File: config.mk
export PLATFORM = sky130hd
export DESIGN_NAME = uart_irq_baud
export DESIGN_NICKNAME = d
export VERILOG_FILES = /design/src/uart_irq_pkg.sv /design/src/uart_irq_baud.sv
export VERILOG_INCLUDE_DIRS = /design/src
export SDC_FILE = /design/constraint.sdc
export NUM_CORES = 1
export LEC_CHECK = 0
export BUFFER_PORTS_ARGS = -buffer_cell sky130_fd_sc_hd__buf_2
export CORE_MARGIN = 3
export CORE_UTILIZATION = 40
export CTS_BUF_LIST = sky130_fd_sc_hd__clkbuf_16
export CTS_CLUSTER_DIAMETER = 50
export DETAILED_ROUTE_END_ITERATION = 8
export PLACE_DENSITY = 0.56
export SYNTH_ARGS = -nofsm -noshare
export SYNTH_HDL_FRONTEND = slang
export SYNTH_SLANG_ARGS = --single-unit
File: constraint.sdc
create_clock -name mclk -period 4.85 [get_ports mclk]
set_input_delay 0.7275 -clock mclk [delete_from_list [all_inputs] [get_ports mclk]]
set_output_delay 0.7275 -clock mclk [all_outputs]
set_load 0.01 [all_outputs]
File: src/uart_irq_consts.svh
`ifndef UART_IRQ_CONSTS_SVH
`define UART_IRQ_CONSTS_SVH

// Register offsets on the plain register port.
`define OFS_RX_TX_HOLD     4'h0
`define OFS_IRQ_ENABLE     4'h1
`define OFS_IRQ_IDENT      4'h2
`define OFS_LINE_CTRL      4'h3
`define OFS_MODEM_CTRL     4'h4
`define OFS_LINE_STAT      4'h5
`define OFS_MODEM_STAT     4'h6
`define OFS_DIVISOR_LOW    4'h7
`define OFS_DIVISOR_HIGH   4'h8

// Reset values.
`define RST_IRQ_ENABLE     8'h00
`define RST_LINE_CTRL      8'h1D
`define RST_MODEM_CTRL     8'h00
`define RST_DIVISOR        16'h0000

// Identification codes, low six bits of the identification register.
`define CODE_NONE          6'h01
`define CODE_LINE_STAT     6'h06
`define CODE_RX_TIMEOUT    6'h0C
`define CODE_RX_DATA       6'h04
`define CODE_TX_EMPTY      6'h02
`define CODE_MODEM         6'h00
`define CODE_XOFF_SPECIAL  6'h10
`define CODE_FLOW_PIN      6'h20

// Interrupt enable field positions.
`define IEN_RX_DATA        0
`define IEN_TX_EMPTY       1
`define IEN_LINE_STAT      2
`define IEN_MODEM          3
`define IEN_XOFF           5
`define IEN_RTS            6
`define IEN_CTS            7

// Control field positions.
`define LCR_BREAK          6
`define MCR_PRESCALE       7

// Timing counts.
`define PRESCALE_DIV       2'd3
`define TICKS_PER_BIT      10'd16
`define TIMEOUT_WORD_MULT  10'd4
`define TIMEOUT_EXTRA_BITS 10'd12
`define WORD_LEN_BASE      10'd5

`endif

File: src/uart_irq_pkg.sv
package uart_irq_pkg;

  // Status of the receive FIFO, on the same clock as this block.
  typedef struct packed {
    logic [6:0] level;       // Characters held; zero means empty.
    logic       above_trig;  // Level is above the receive trigger.
    logic       push;        // One-cycle pulse: a character entered.
    logic [2:0] push_err;    // Framing, parity, break of pushed char.
    logic [2:0] head_err;    // Framing, parity, break of head char.
    logic       overrun;     // One-cycle pulse: a character was lost.
    logic [7:0] head_data;   // Character at the head of the FIFO.
  } rx_stat_t;

  // Status of the transmit side.
  typedef struct packed {
    logic hold_empty;  // Transmit holding register or FIFO empty.
    logic above_trig;  // Transmit FIFO passed its trigger level.
    logic all_empty;   // Holding and shift register both empty.
    logic serial;      // Serial bit from the transmit shifter.
  } tx_stat_t;

  // One-cycle flow character detections.
  typedef struct packed {
    logic xoff;
    logic xon;
    logic special;
  } flow_evt_t;

endpackage
File: src/uart_irq_baud.sv
// The address map and the address-and-strobe port were decided locally.
`timescale 1ns/1ns
`include "uart_irq_consts.svh"

module uart_irq_baud #(
  parameter int DIV_W = 16
) (
  mclk,
  rst,
  ce,
  addr,
  wdata,
  wr,
  rd,
  rdata,
  fifo_en,
  rx_stat,
  tx_stat,
  flow_evt,
  rx_pin,
  modem_pins_n,
  rx_pop,
  tx_push,
  tx_data,
  tx_pin,
  baud_tick,
  irq
);
  input  wire logic                    mclk;          // 25 MHz clock.
  input  wire logic                    rst;           // Async, high.
  input  wire logic                    ce;            // Freezes state.
  input  wire logic [3:0]              addr;
  input  wire logic [7:0]              wdata;
  input  wire logic                    wr;
  input  wire logic                    rd;
  output logic      [7:0]              rdata;
  input  wire logic                    fifo_en;
  input  wire uart_irq_pkg::rx_stat_t  rx_stat;
  input  wire uart_irq_pkg::tx_stat_t  tx_stat;
  input  wire uart_irq_pkg::flow_evt_t flow_evt;
  input  wire logic                    rx_pin;        // Serial input.
  input  wire logic [4:0]              modem_pins_n;  // cts,dsr,ri,cd,rts
  output logic                         rx_pop;
  output logic                         tx_push;
  output logic      [7:0]              tx_data;
  output logic                         tx_pin;
  output logic                         baud_tick;
  output logic                         irq;

  // Baud-tick count of a receive timeout for a word length code.
  function automatic logic [9:0] timeout_ticks(input logic [1:0] wl);
    logic [9:0] bits;
    bits = `TIMEOUT_WORD_MULT * (`WORD_LEN_BASE + {8'h00, wl})
         + `TIMEOUT_EXTRA_BITS;
    return 10'(bits * `TICKS_PER_BIT);
  endfunction

  // Software registers.
  logic [7:0]       irq_enable_reg;   // Per-type enables.
  logic [7:0]       line_ctrl_reg;    // Word length and break.
  logic [7:0]       modem_ctrl_reg;   // Prescaler select.
  logic [DIV_W-1:0] divisor_reg;      // Baud divisor.
  logic [7:0]       rdata_reg;        // Read data, one cycle late.
  // Sticky interrupt sources.
  logic             overrun_reg;
  logic             timeout_reg;
  logic             tx_irq_reg;
  logic             tx_cond_reg;      // Previous transmit condition.
  logic             xoff_reg;
  logic             special_reg;
  logic             rts_irq_reg;
  logic             cts_irq_reg;
  logic [3:0]       modem_delta_reg;
  logic [6:0]       err_count_reg;    // Erroneous chars in the FIFO.
  // Pin synchronisers.
  logic [5:0]       pin_meta_reg;
  logic [5:0]       pin_sync_reg;
  logic [5:0]       pin_prev_reg;
  // Baud generator and timeout counter.
  logic [1:0]       pre_cnt_reg;
  logic [DIV_W-1:0] div_cnt_reg;
  logic             baud_tick_reg;
  logic [9:0]       to_cnt_reg;
  logic             tx_push_reg;
  logic [7:0]       tx_data_reg;
  logic             tx_pin_reg;

  // Decoded strobes.
  wire wr_hold   = wr && addr == `OFS_RX_TX_HOLD;
  wire rd_hold   = rd && addr == `OFS_RX_TX_HOLD;
  wire rd_ident  = rd && addr == `OFS_IRQ_IDENT;
  wire rd_lstat  = rd && addr == `OFS_LINE_STAT;
  wire rd_mstat  = rd && addr == `OFS_MODEM_STAT;
  wire wr_div_lo = wr && addr == `OFS_DIVISOR_LOW;
  wire wr_div_hi = wr && addr == `OFS_DIVISOR_HIGH;

  // Synchronised pins: index 5 is the serial input, 4..0 modem pins.
  wire       rx_line   = pin_sync_reg[5];
  wire [4:0] mpins_n   = pin_sync_reg[4:0];
  wire [4:0] mprev_n   = pin_prev_reg[4:0];
  wire       rx_empty  = rx_stat.level == 7'h00;

  // Line status; framing, parity and break flags read zero when the FIFO is empty.
  wire       any_err   = err_count_reg != 7'h00;
  wire [2:0] head_flag = rx_empty ? 3'h0 : rx_stat.head_err;
  wire [7:0] line_stat = {any_err, tx_stat.all_empty,
                          tx_stat.hold_empty, head_flag,
                          overrun_reg, !rx_empty};
  wire [7:0] modem_stat = {~mpins_n[4:1], modem_delta_reg};

  // Raw conditions of the interrupt types, each gated by its enable.
  wire ls_pend  = irq_enable_reg[`IEN_LINE_STAT]
                  && (overrun_reg || any_err);
  wire to_pend  = irq_enable_reg[`IEN_RX_DATA] && timeout_reg;
  wire rx_cond  = fifo_en ? rx_stat.above_trig : !rx_empty;
  wire rd_pend  = irq_enable_reg[`IEN_RX_DATA] && rx_cond;
  wire tx_cond  = fifo_en ? tx_stat.above_trig : tx_stat.hold_empty;
  wire tx_pend  = irq_enable_reg[`IEN_TX_EMPTY] && tx_irq_reg;
  wire ms_pend  = irq_enable_reg[`IEN_MODEM]
                  && modem_delta_reg != 4'h0;
  wire xo_pend  = irq_enable_reg[`IEN_XOFF]
                  && (xoff_reg || special_reg);
  wire fp_pend  = (irq_enable_reg[`IEN_RTS] && rts_irq_reg)
               || (irq_enable_reg[`IEN_CTS] && cts_irq_reg);

  // Priority encoder: only the highest pending type is reported.
  logic [5:0] ident_code;
  always_comb begin
    if (ls_pend) begin
      ident_code = `CODE_LINE_STAT;
    end else if (to_pend) begin
      ident_code = `CODE_RX_TIMEOUT;
    end else if (rd_pend) begin
      ident_code = `CODE_RX_DATA;
    end else if (tx_pend) begin
      ident_code = `CODE_TX_EMPTY;
    end else if (ms_pend) begin
      ident_code = `CODE_MODEM;
    end else if (xo_pend) begin
      ident_code = `CODE_XOFF_SPECIAL;
    end else if (fp_pend) begin
      ident_code = `CODE_FLOW_PIN;
    end else begin
      ident_code = `CODE_NONE;
    end
  end

  // Reading identification clears the types that clear on that read,
  // but only when that type is the one being reported.
  wire id_tx  = rd_ident && ident_code == `CODE_TX_EMPTY;
  wire id_xs  = rd_ident && ident_code == `CODE_XOFF_SPECIAL;
  wire id_fp  = rd_ident && ident_code == `CODE_FLOW_PIN;

  // Output is a plain OR of gated sources; no edge, no latching.
  assign irq = ident_code != `CODE_NONE;

  // Read multiplexer.
  logic [7:0] rd_mux;
  always_comb begin
    if (addr == `OFS_RX_TX_HOLD) begin
      rd_mux = rx_stat.head_data;
    end else if (addr == `OFS_IRQ_ENABLE) begin
      rd_mux = irq_enable_reg;
    end else if (addr == `OFS_IRQ_IDENT) begin
      rd_mux = {fifo_en, fifo_en, ident_code};
    end else if (addr == `OFS_LINE_CTRL) begin
      rd_mux = line_ctrl_reg;
    end else if (addr == `OFS_MODEM_CTRL) begin
      rd_mux = modem_ctrl_reg;
    end else if (addr == `OFS_LINE_STAT) begin
      rd_mux = line_stat;
    end else if (addr == `OFS_MODEM_STAT) begin
      rd_mux = modem_stat;
    end else if (addr == `OFS_DIVISOR_LOW) begin
      rd_mux = divisor_reg[7:0];
    end else if (addr == `OFS_DIVISOR_HIGH) begin
      rd_mux = divisor_reg[15:8];
    end else begin
      rd_mux = 8'h00;   // Unmapped offsets read as zero.
    end
  end

  // Pops are handshakes and leave combinationally with the read.
  assign rx_pop    = ce && rd_hold && !rx_empty;
  assign rdata     = rdata_reg;
  assign tx_push   = tx_push_reg;
  assign tx_data   = tx_data_reg;
  assign tx_pin    = tx_pin_reg;
  assign baud_tick = baud_tick_reg;

  // Baud generator terms. Prescaler runs every cycle when bypassed.
  wire pre_tick  = modem_ctrl_reg[`MCR_PRESCALE]
                   ? pre_cnt_reg == `PRESCALE_DIV : 1'b1;
  wire div_zero  = divisor_reg == '0;
  wire div_last  = div_cnt_reg >= divisor_reg - DIV_W'(1);
  wire div_write = wr_div_lo || wr_div_hi;

  // Timeout terms: any FIFO or line activity restarts the count.
  wire to_hold   = rx_empty || !rx_line || rx_stat.push || rx_pop;
  wire to_hit    = to_cnt_reg == timeout_ticks(line_ctrl_reg[1:0]);

  // Software registers. Divisor resets to zero, so no ticks at first.
  always_ff @(posedge mclk or posedge rst) begin
    if (rst) begin
      irq_enable_reg <= `RST_IRQ_ENABLE;
      line_ctrl_reg  <= `RST_LINE_CTRL;
      modem_ctrl_reg <= `RST_MODEM_CTRL;
      divisor_reg    <= `RST_DIVISOR;
      rdata_reg      <= 8'h00;
      tx_push_reg    <= 1'b0;
      tx_data_reg    <= 8'h00;
    end else if (ce) begin
      if (wr && addr == `OFS_IRQ_ENABLE) irq_enable_reg <= wdata;
      if (wr && addr == `OFS_LINE_CTRL) line_ctrl_reg <= wdata;
      if (wr && addr == `OFS_MODEM_CTRL) modem_ctrl_reg <= wdata;
      if (wr_div_lo) divisor_reg[7:0] <= wdata;
      if (wr_div_hi) divisor_reg[15:8] <= wdata;
      if (rd) rdata_reg <= rd_mux;
      tx_push_reg <= wr_hold;
      if (wr_hold) tx_data_reg <= wdata;
    end
  end

  // Pin synchronisers; logic reads the second stage, and the third stage for edge detection.
  always_ff @(posedge mclk or posedge rst) begin
    if (rst) begin
      pin_meta_reg <= 6'h3F;
      pin_sync_reg <= 6'h3F;
      pin_prev_reg <= 6'h3F;
    end else if (ce) begin
      pin_meta_reg <= {rx_pin, modem_pins_n};
      pin_sync_reg <= pin_meta_reg;
      pin_prev_reg <= pin_sync_reg;
    end
  end

  // Stored error count: each erroneous push adds, erroneous pop takes.
  wire err_in  = rx_stat.push && rx_stat.push_err != 3'h0;
  wire err_out = rx_pop && rx_stat.head_err != 3'h0;
  always_ff @(posedge mclk or posedge rst) begin
    if (rst) begin
      err_count_reg <= 7'h00;
    end else if (ce && err_in != err_out) begin
      err_count_reg <= err_in ? err_count_reg + 7'h01
                              : err_count_reg - 7'h01;
    end
  end

  // Sticky sources. In every flag the set outranks the clear.
  always_ff @(posedge mclk or posedge rst) begin
    if (rst) begin
      overrun_reg     <= 1'b0;
      tx_irq_reg      <= 1'b0;
      tx_cond_reg     <= 1'b0;
      xoff_reg        <= 1'b0;
      special_reg     <= 1'b0;
      rts_irq_reg     <= 1'b0;
      cts_irq_reg     <= 1'b0;
      modem_delta_reg <= 4'h0;
    end else if (ce) begin
      overrun_reg <= rx_stat.overrun || (overrun_reg && !rd_lstat);
      tx_cond_reg <= tx_cond;
      tx_irq_reg  <= (tx_cond && !tx_cond_reg)
                  || (tx_irq_reg && !id_tx && !wr_hold);
      xoff_reg    <= flow_evt.xoff || (xoff_reg && !flow_evt.xon);
      special_reg <= flow_evt.special || (special_reg && !id_xs);
      rts_irq_reg <= (mpins_n[0] && !mprev_n[0])
                  || (rts_irq_reg && !id_fp);
      cts_irq_reg <= (mpins_n[4] && !mprev_n[4])
                  || (cts_irq_reg && !id_fp);
      modem_delta_reg <= (mpins_n[4:1] ^ mprev_n[4:1])
                      | (modem_delta_reg & {4{!rd_mstat}});
    end
  end

  // Receive timeout counts baud ticks while the line idles high.
  always_ff @(posedge mclk or posedge rst) begin
    if (rst) begin
      to_cnt_reg  <= 10'h000;
      timeout_reg <= 1'b0;
    end else if (ce) begin
      if (to_hold) begin
        to_cnt_reg <= 10'h000;
      end else if (baud_tick_reg && !to_hit) begin
        to_cnt_reg <= to_cnt_reg + 10'h001;
      end
      timeout_reg <= (!to_hold && to_hit)
                  || (timeout_reg && !rd_hold && !rx_empty);
    end
  end

  // Baud divider. A rewrite restarts the count so the new rate takes
  // hold at once rather than after a stale long period.
  always_ff @(posedge mclk or posedge rst) begin
    if (rst) begin
      pre_cnt_reg   <= 2'h0;
      div_cnt_reg   <= '0;
      baud_tick_reg <= 1'b0;
    end else if (ce) begin
      pre_cnt_reg   <= pre_cnt_reg + 2'h1;
      baud_tick_reg <= 1'b0;
      if (div_write || div_zero) begin
        div_cnt_reg <= '0;
        pre_cnt_reg <= 2'h0;
      end else if (pre_tick) begin
        if (div_last) begin
          div_cnt_reg   <= '0;
          baud_tick_reg <= 1'b1;
        end else begin
          div_cnt_reg <= div_cnt_reg + DIV_W'(1);
        end
      end
    end
  end

  // Transmit pin is registered; break holds it low while set.
  always_ff @(posedge mclk or posedge rst) begin
    if (rst) begin
      tx_pin_reg <= 1'b1;
    end else if (ce) begin
      tx_pin_reg <= line_ctrl_reg[`LCR_BREAK] ? 1'b0
                                              : tx_stat.serial;
    end
  end
endmodule

* Word-level counts from Yosys, hierarchy flattened
Index checks and enable logic that the tools add are counted.
** Word-level totals
- Output and inout port bits :: 21
- Bits in registers :: 123
- Logic and storage cells :: 173
** Cells by class
- Equality and inequality tests :: 15
- Add/sub/neg operators :: 8
- Reduce and logical (&&, ||, !) cells :: 88
- Bitwise logic cells :: 4
- $lt $le $gt $ge :: 1
- Muxes and demuxes :: 31
** Operator list (count)
- 8-bit 2-to-1 mux :: 9
- 16-bit 2-to-1 mux :: 3
- 6-bit 2-to-1 mux :: 7
- 1-bit logical AND :: 40
- 10-bit 2-to-1 mux :: 2
- 2-bit AND reduction :: 9
- 16-bit by 1-bit adder with 16-bit output (second input constant) :: 1
- 4-bit by 3-bit == test with 1-bit output (second input constant) :: 4
- 16-bit greater-or-equal comparator :: 1
- 16-bit zero test :: 1
- 16-bit by 1-bit subtractor with 16-bit output (second input constant) :: 1
- 1-bit zero test :: 15
- 1-bit logical OR :: 15
- 10-bit by 1-bit adder with 10-bit output (second input constant) :: 1
- 10-bit == test :: 1
- 4-bit by 2-bit == test with 1-bit output (second input constant) :: 2
- 7-bit by 1-bit adder with 7-bit output (second input constant) :: 1
- 7-bit zero test :: 1
- 1-bit 2-to-1 mux :: 7
- 7-bit 2-to-1 mux :: 1
- 7-bit nonzero test :: 1
- 7-bit by 1-bit subtractor with 7-bit output (second input constant) :: 1
- 6-bit by 4-bit adder with 6-bit output (second input constant) :: 1
- 6-bit by 2-bit == test with 1-bit output (second input constant) :: 1
- other kinds (19) :: 21

* Longest topological paths before layout
- Depth in word-level cells :: 15
- Depth in mapped cells :: 15
- Gate-level depth less buffers :: 13

* Worst setup path after synthesis
No wires, ideal clock.
- Path kind :: flip-flop to flip-flop
- From :: register divisor_reg[0]
- To :: register div_cnt_reg[11]
- Path slack :: 1.751 ns
- Period minus slack after synthesis :: 3.099 ns
- Cell stages (with the launch flop) :: 14
- Required time :: 4.710 ns
- Arrival time :: 2.959 ns
- Setup time :: 0.140 ns
- Buffers on the path :: 1
- Cells stage by stage :: dfrtp_1 > inv_1 > ha_1 > nor4b_4 > nand2_1 > or4_1 > xor2_1 > ha_1 > nand4_1 > a21o_1 > a31o_2 > clkbuf_1 > o21ai_0 > nor2_1
** On the way
- Word-level cells in the longest chain between the ends :: 5
- Elaborated cells on any way between the ends :: 9
- Those cells by class :: add/sub: 1; order compare: 1; mux: 3; reduce/logical: 4
** RTL lines
- from (decl) :: line uart_irq_baud.sv:62 : logic [DIV_W-1:0] divisor_reg;
- from (signal assigned) :: line uart_irq_baud.sv:208 : divisor_reg <= `RST_DIVISOR;
- from (signal assigned) :: line uart_irq_baud.sv:216 : if (wr_div_lo) divisor_reg[7:0] <= wdata;
- 16-bit by 1-bit subtractor with 16-bit output :: line uart_irq_baud.sv:195 : wire div_last = div_cnt_reg >= divisor_reg - DIV_W'(1);
- 16-bit greater-or-equal comparator :: line uart_irq_baud.sv:195
- 16-bit 2-to-1 mux :: line uart_irq_baud.sv:306 : if (div_last) begin
- 16-bit 2-to-1 mux :: line uart_irq_baud.sv:305 : end else if (pre_tick) begin
- 16-bit 2-to-1 mux :: line uart_irq_baud.sv:302 : if (div_write || div_zero) begin
- to (signal assigned) :: line uart_irq_baud.sv:310 : div_cnt_reg <= div_cnt_reg + DIV_W'(1);
- to (decl) :: line uart_irq_baud.sv:81 : logic [DIV_W-1:0] div_cnt_reg;
Several ways; a longest one is shown, not always the timed one. The select of a mux whose other input is x is not followed.
A chain may end at the register's enable or synchronous reset.

* Worst setup path after layout
- From :: register divisor_reg[0]
- To :: register div_cnt_reg[13]
Same word-level chain as after synthesis.

==> reports/results.txt <==
CTS Sinks = 123
cell total after placement = 962
TritonCTS clock tree = yes
post-route cell area = 8190 um^2
Mapped Cells = 690
Comb pwr share = 23.2%
largest net degree at the start of global routing = 65
FF+latch count, synth = 123
crit start category = flop
Port Buf Inserts = 75
Final #Nets = 839
Post-Syn Area per Cell = 10.3 um^2
Initial Util = 40.9%
Post-Syn Area = 7080 um^2
syn_nets = 773
Max Buffers Root-to-Sink = 2
Layout area overhead = 15.6%
height of the chip = 139 um
Power Density = 417 nW/um^2
Pleak = 3.52 nW
WL met1 = 8720 um
met2 WL = 9290 um
post-cts sizing count = 0
hold-fix buffers at CTS = 0
Std-Cell Rows = 48
fraction of registers with async set/reset = 100%
P_int = 2.34 mW
diode count = 0
antenna viol nets, final = 0
worst path required time = 5.11 ns
Final period util = 73.4%
routed wire length = 19500 um
sequential area share after synthesis = 43.9%
postcts setup bufs = 0
IO Pins = 76
antenna violations before repair = 0
Hold Path Class = input port to asynchronous set/reset pin
Setup violations, final = 0
Reg2Reg Setup Slack = 1.29 ns
number of flops mapped to enable cells by yosys = 0
Placer Congestion = 0.948
CTS buffer count = 17
r2r endpoint = div_cnt_reg[13]
Vias = 5700
Worst Max-Slew Pin Slew = 0.811 ns
VDD IR-drop max = 293 uV
H-tree Lvls = 4
Worst R2R Path Depth = 12
worst-path fanout max = 19
run status = completed
share of the synthesized area in the top cell type = 35.7%
WL met3 = 1000 um
most frequent cells in the layout = 101 x dfrtp_1, 75 x buf_2, 61 x mux2_2
core area = 17300 um^2
Vias/cell = 5.73
max cap viols = 0
share of cells above drive strength 1 = 28.6%
crit path capture type = flop
Final Power = 3.41 mW
clk_skew = 0.0140 ns
initial DRC count = 407
Sw Ratio = 31.4%
switching power = 1.07 mW
Finished Layout Cells = 994
total congestion overflow = 0
Tmin final = 3.56 ns
DRT Pass-1 Iters = 5
DPL Wire Length = 14300 um
Max-slew headroom = 45.9%
root buffer cell = clkbuf_16
Hold Fails Final Rpt = 0
highest routed layer = met4
most area-hungry cell type in the Yosys netlist = dfrtp_1
die area = 19300 um^2
Wirelength per Cell = 19.6 um
gr usage total = 20.4%
first-pass GRT wire length = 31000 um
CP arrival = 3.82 ns
top cells by area, synth = dfrtp_1 36%, mux2_2 9.7%, dfstp_2 8.2%
die width = 139 um
Clk pwr share = 35.2%
Ys Warns = 0
Max Slew Vio Count = 0
synth unique cells = 74
commonest non-fill, non-tap cell in the layout = dfrtp_1
Fmax = 281 MHz
reg2reg start = divisor_reg[0]
DRC errors left = 0
Reg clk slew, reported paths = 0.05 ns
Sequential Power Share = 41.6%
vias in the first global route = 5689
setup_tns = 0 ns
Worst-Skew Late Latency = 0.42 ns
main flop type after synthesis = dfrtp_1
RSZ-0062 raised after global routing = no
Setup CP Type = flop to flop
area post-placement = 7630 um^2
==> metrics by stage <==
stage,hold slack (ns),worst slack [ns],util (%)
after CTS,0.475,1.34,47.3
final,0.469,1.29,47.3
after detailed placement,0.459,1.34,44.1
after global routing,0.509,1.03,47.3
after floorplan,0.438,0.888,-
after global placement,0.457,1.59,44.1
==> critical path: stages, from the launching register on <==
cell and delay (ns):
dfrtp_1 0.39, inv_1 0.12, ha_1 0.25, nor4b_4 0.31, nand2_1 0.14, or4_1 0.44
xor2_1 0.17, ha_1 0.28, nand4_1 0.10, a21o_1 0.16, a31o_2 0.34, o21ai_0 0.60
nor2_1 0.12
==> per-layer routing <==
layer,track usage (%),up-vias
li1,-,2669
met5,0,-
met4,7.16,0
met1,27.6,2829
met2,32.7,166
met3,4.21,36
==> synthesized netlist by cell type (all sizes together), types with 18 or more instances <==
cell type / count
a21oi: 34
clkbuf: 18
dfrtp: 101
dfstp: 22
ha: 27
inv: 18
mux2: 66
nand2: 53
nand3: 20
nor2: 53
nor3: 18
o21ai: 47
xnor2: 24
==> power by group through the flow <==
stage	Clock, mW	Combinational, mW	Sequential (mW)
2_1_floorplan	0	0.591	1.37
3_3_place_gp	0	0.760	1.42
3_5_place_dp	0	0.789	1.43
4_1_cts	1.23	0.800	1.42
5_1_grt	1.28	0.891	1.45
6_report	1.20	0.791	1.42
==> cell type report <==
class	instances	area, um^2
Multi-Input combinational cell	516	3760
Clock inverter	15	135
Clock buffer	17	425
Fill cell	1651	9110
Inverter	18	70.1
Tap cell	225	282
Sequential cell	123	3110
Timing Repair Buffer	80	413
==> cells by family (layout without fill, tap and decap cells) <==
kind of cell	after synthesis	in the layout	synth area share (%)
and+or+nand+nor	225	225	18.0
buffers and inverters	51	130	3.09
xor gates and xnor gates	38	38	4.70
adders and majority gates	28	28	5.05
DFF	123	123	43.9
muxes	68	68	10.8
AOI/OAI and AO/OA	157	157	14.5
==> how the worst max path moves through the flow <==
stage,from,end,slack [ns],depth (start not counted)
3_5_place_dp,divisor_reg[0],div_cnt_reg[15],1.34,12
3_3_place_gp,divisor_reg[0],div_cnt_reg[15],1.59,12
5_1_grt,divisor_reg[0],div_cnt_reg[13],1.03,12
2_1_floorplan,rst,baud_tick,0.89,1
6_report,divisor_reg[0],div_cnt_reg[13],1.29,12
4_1_cts,divisor_reg[0],div_cnt_reg[11],1.34,12
Power figures use the tool's default switching activity.
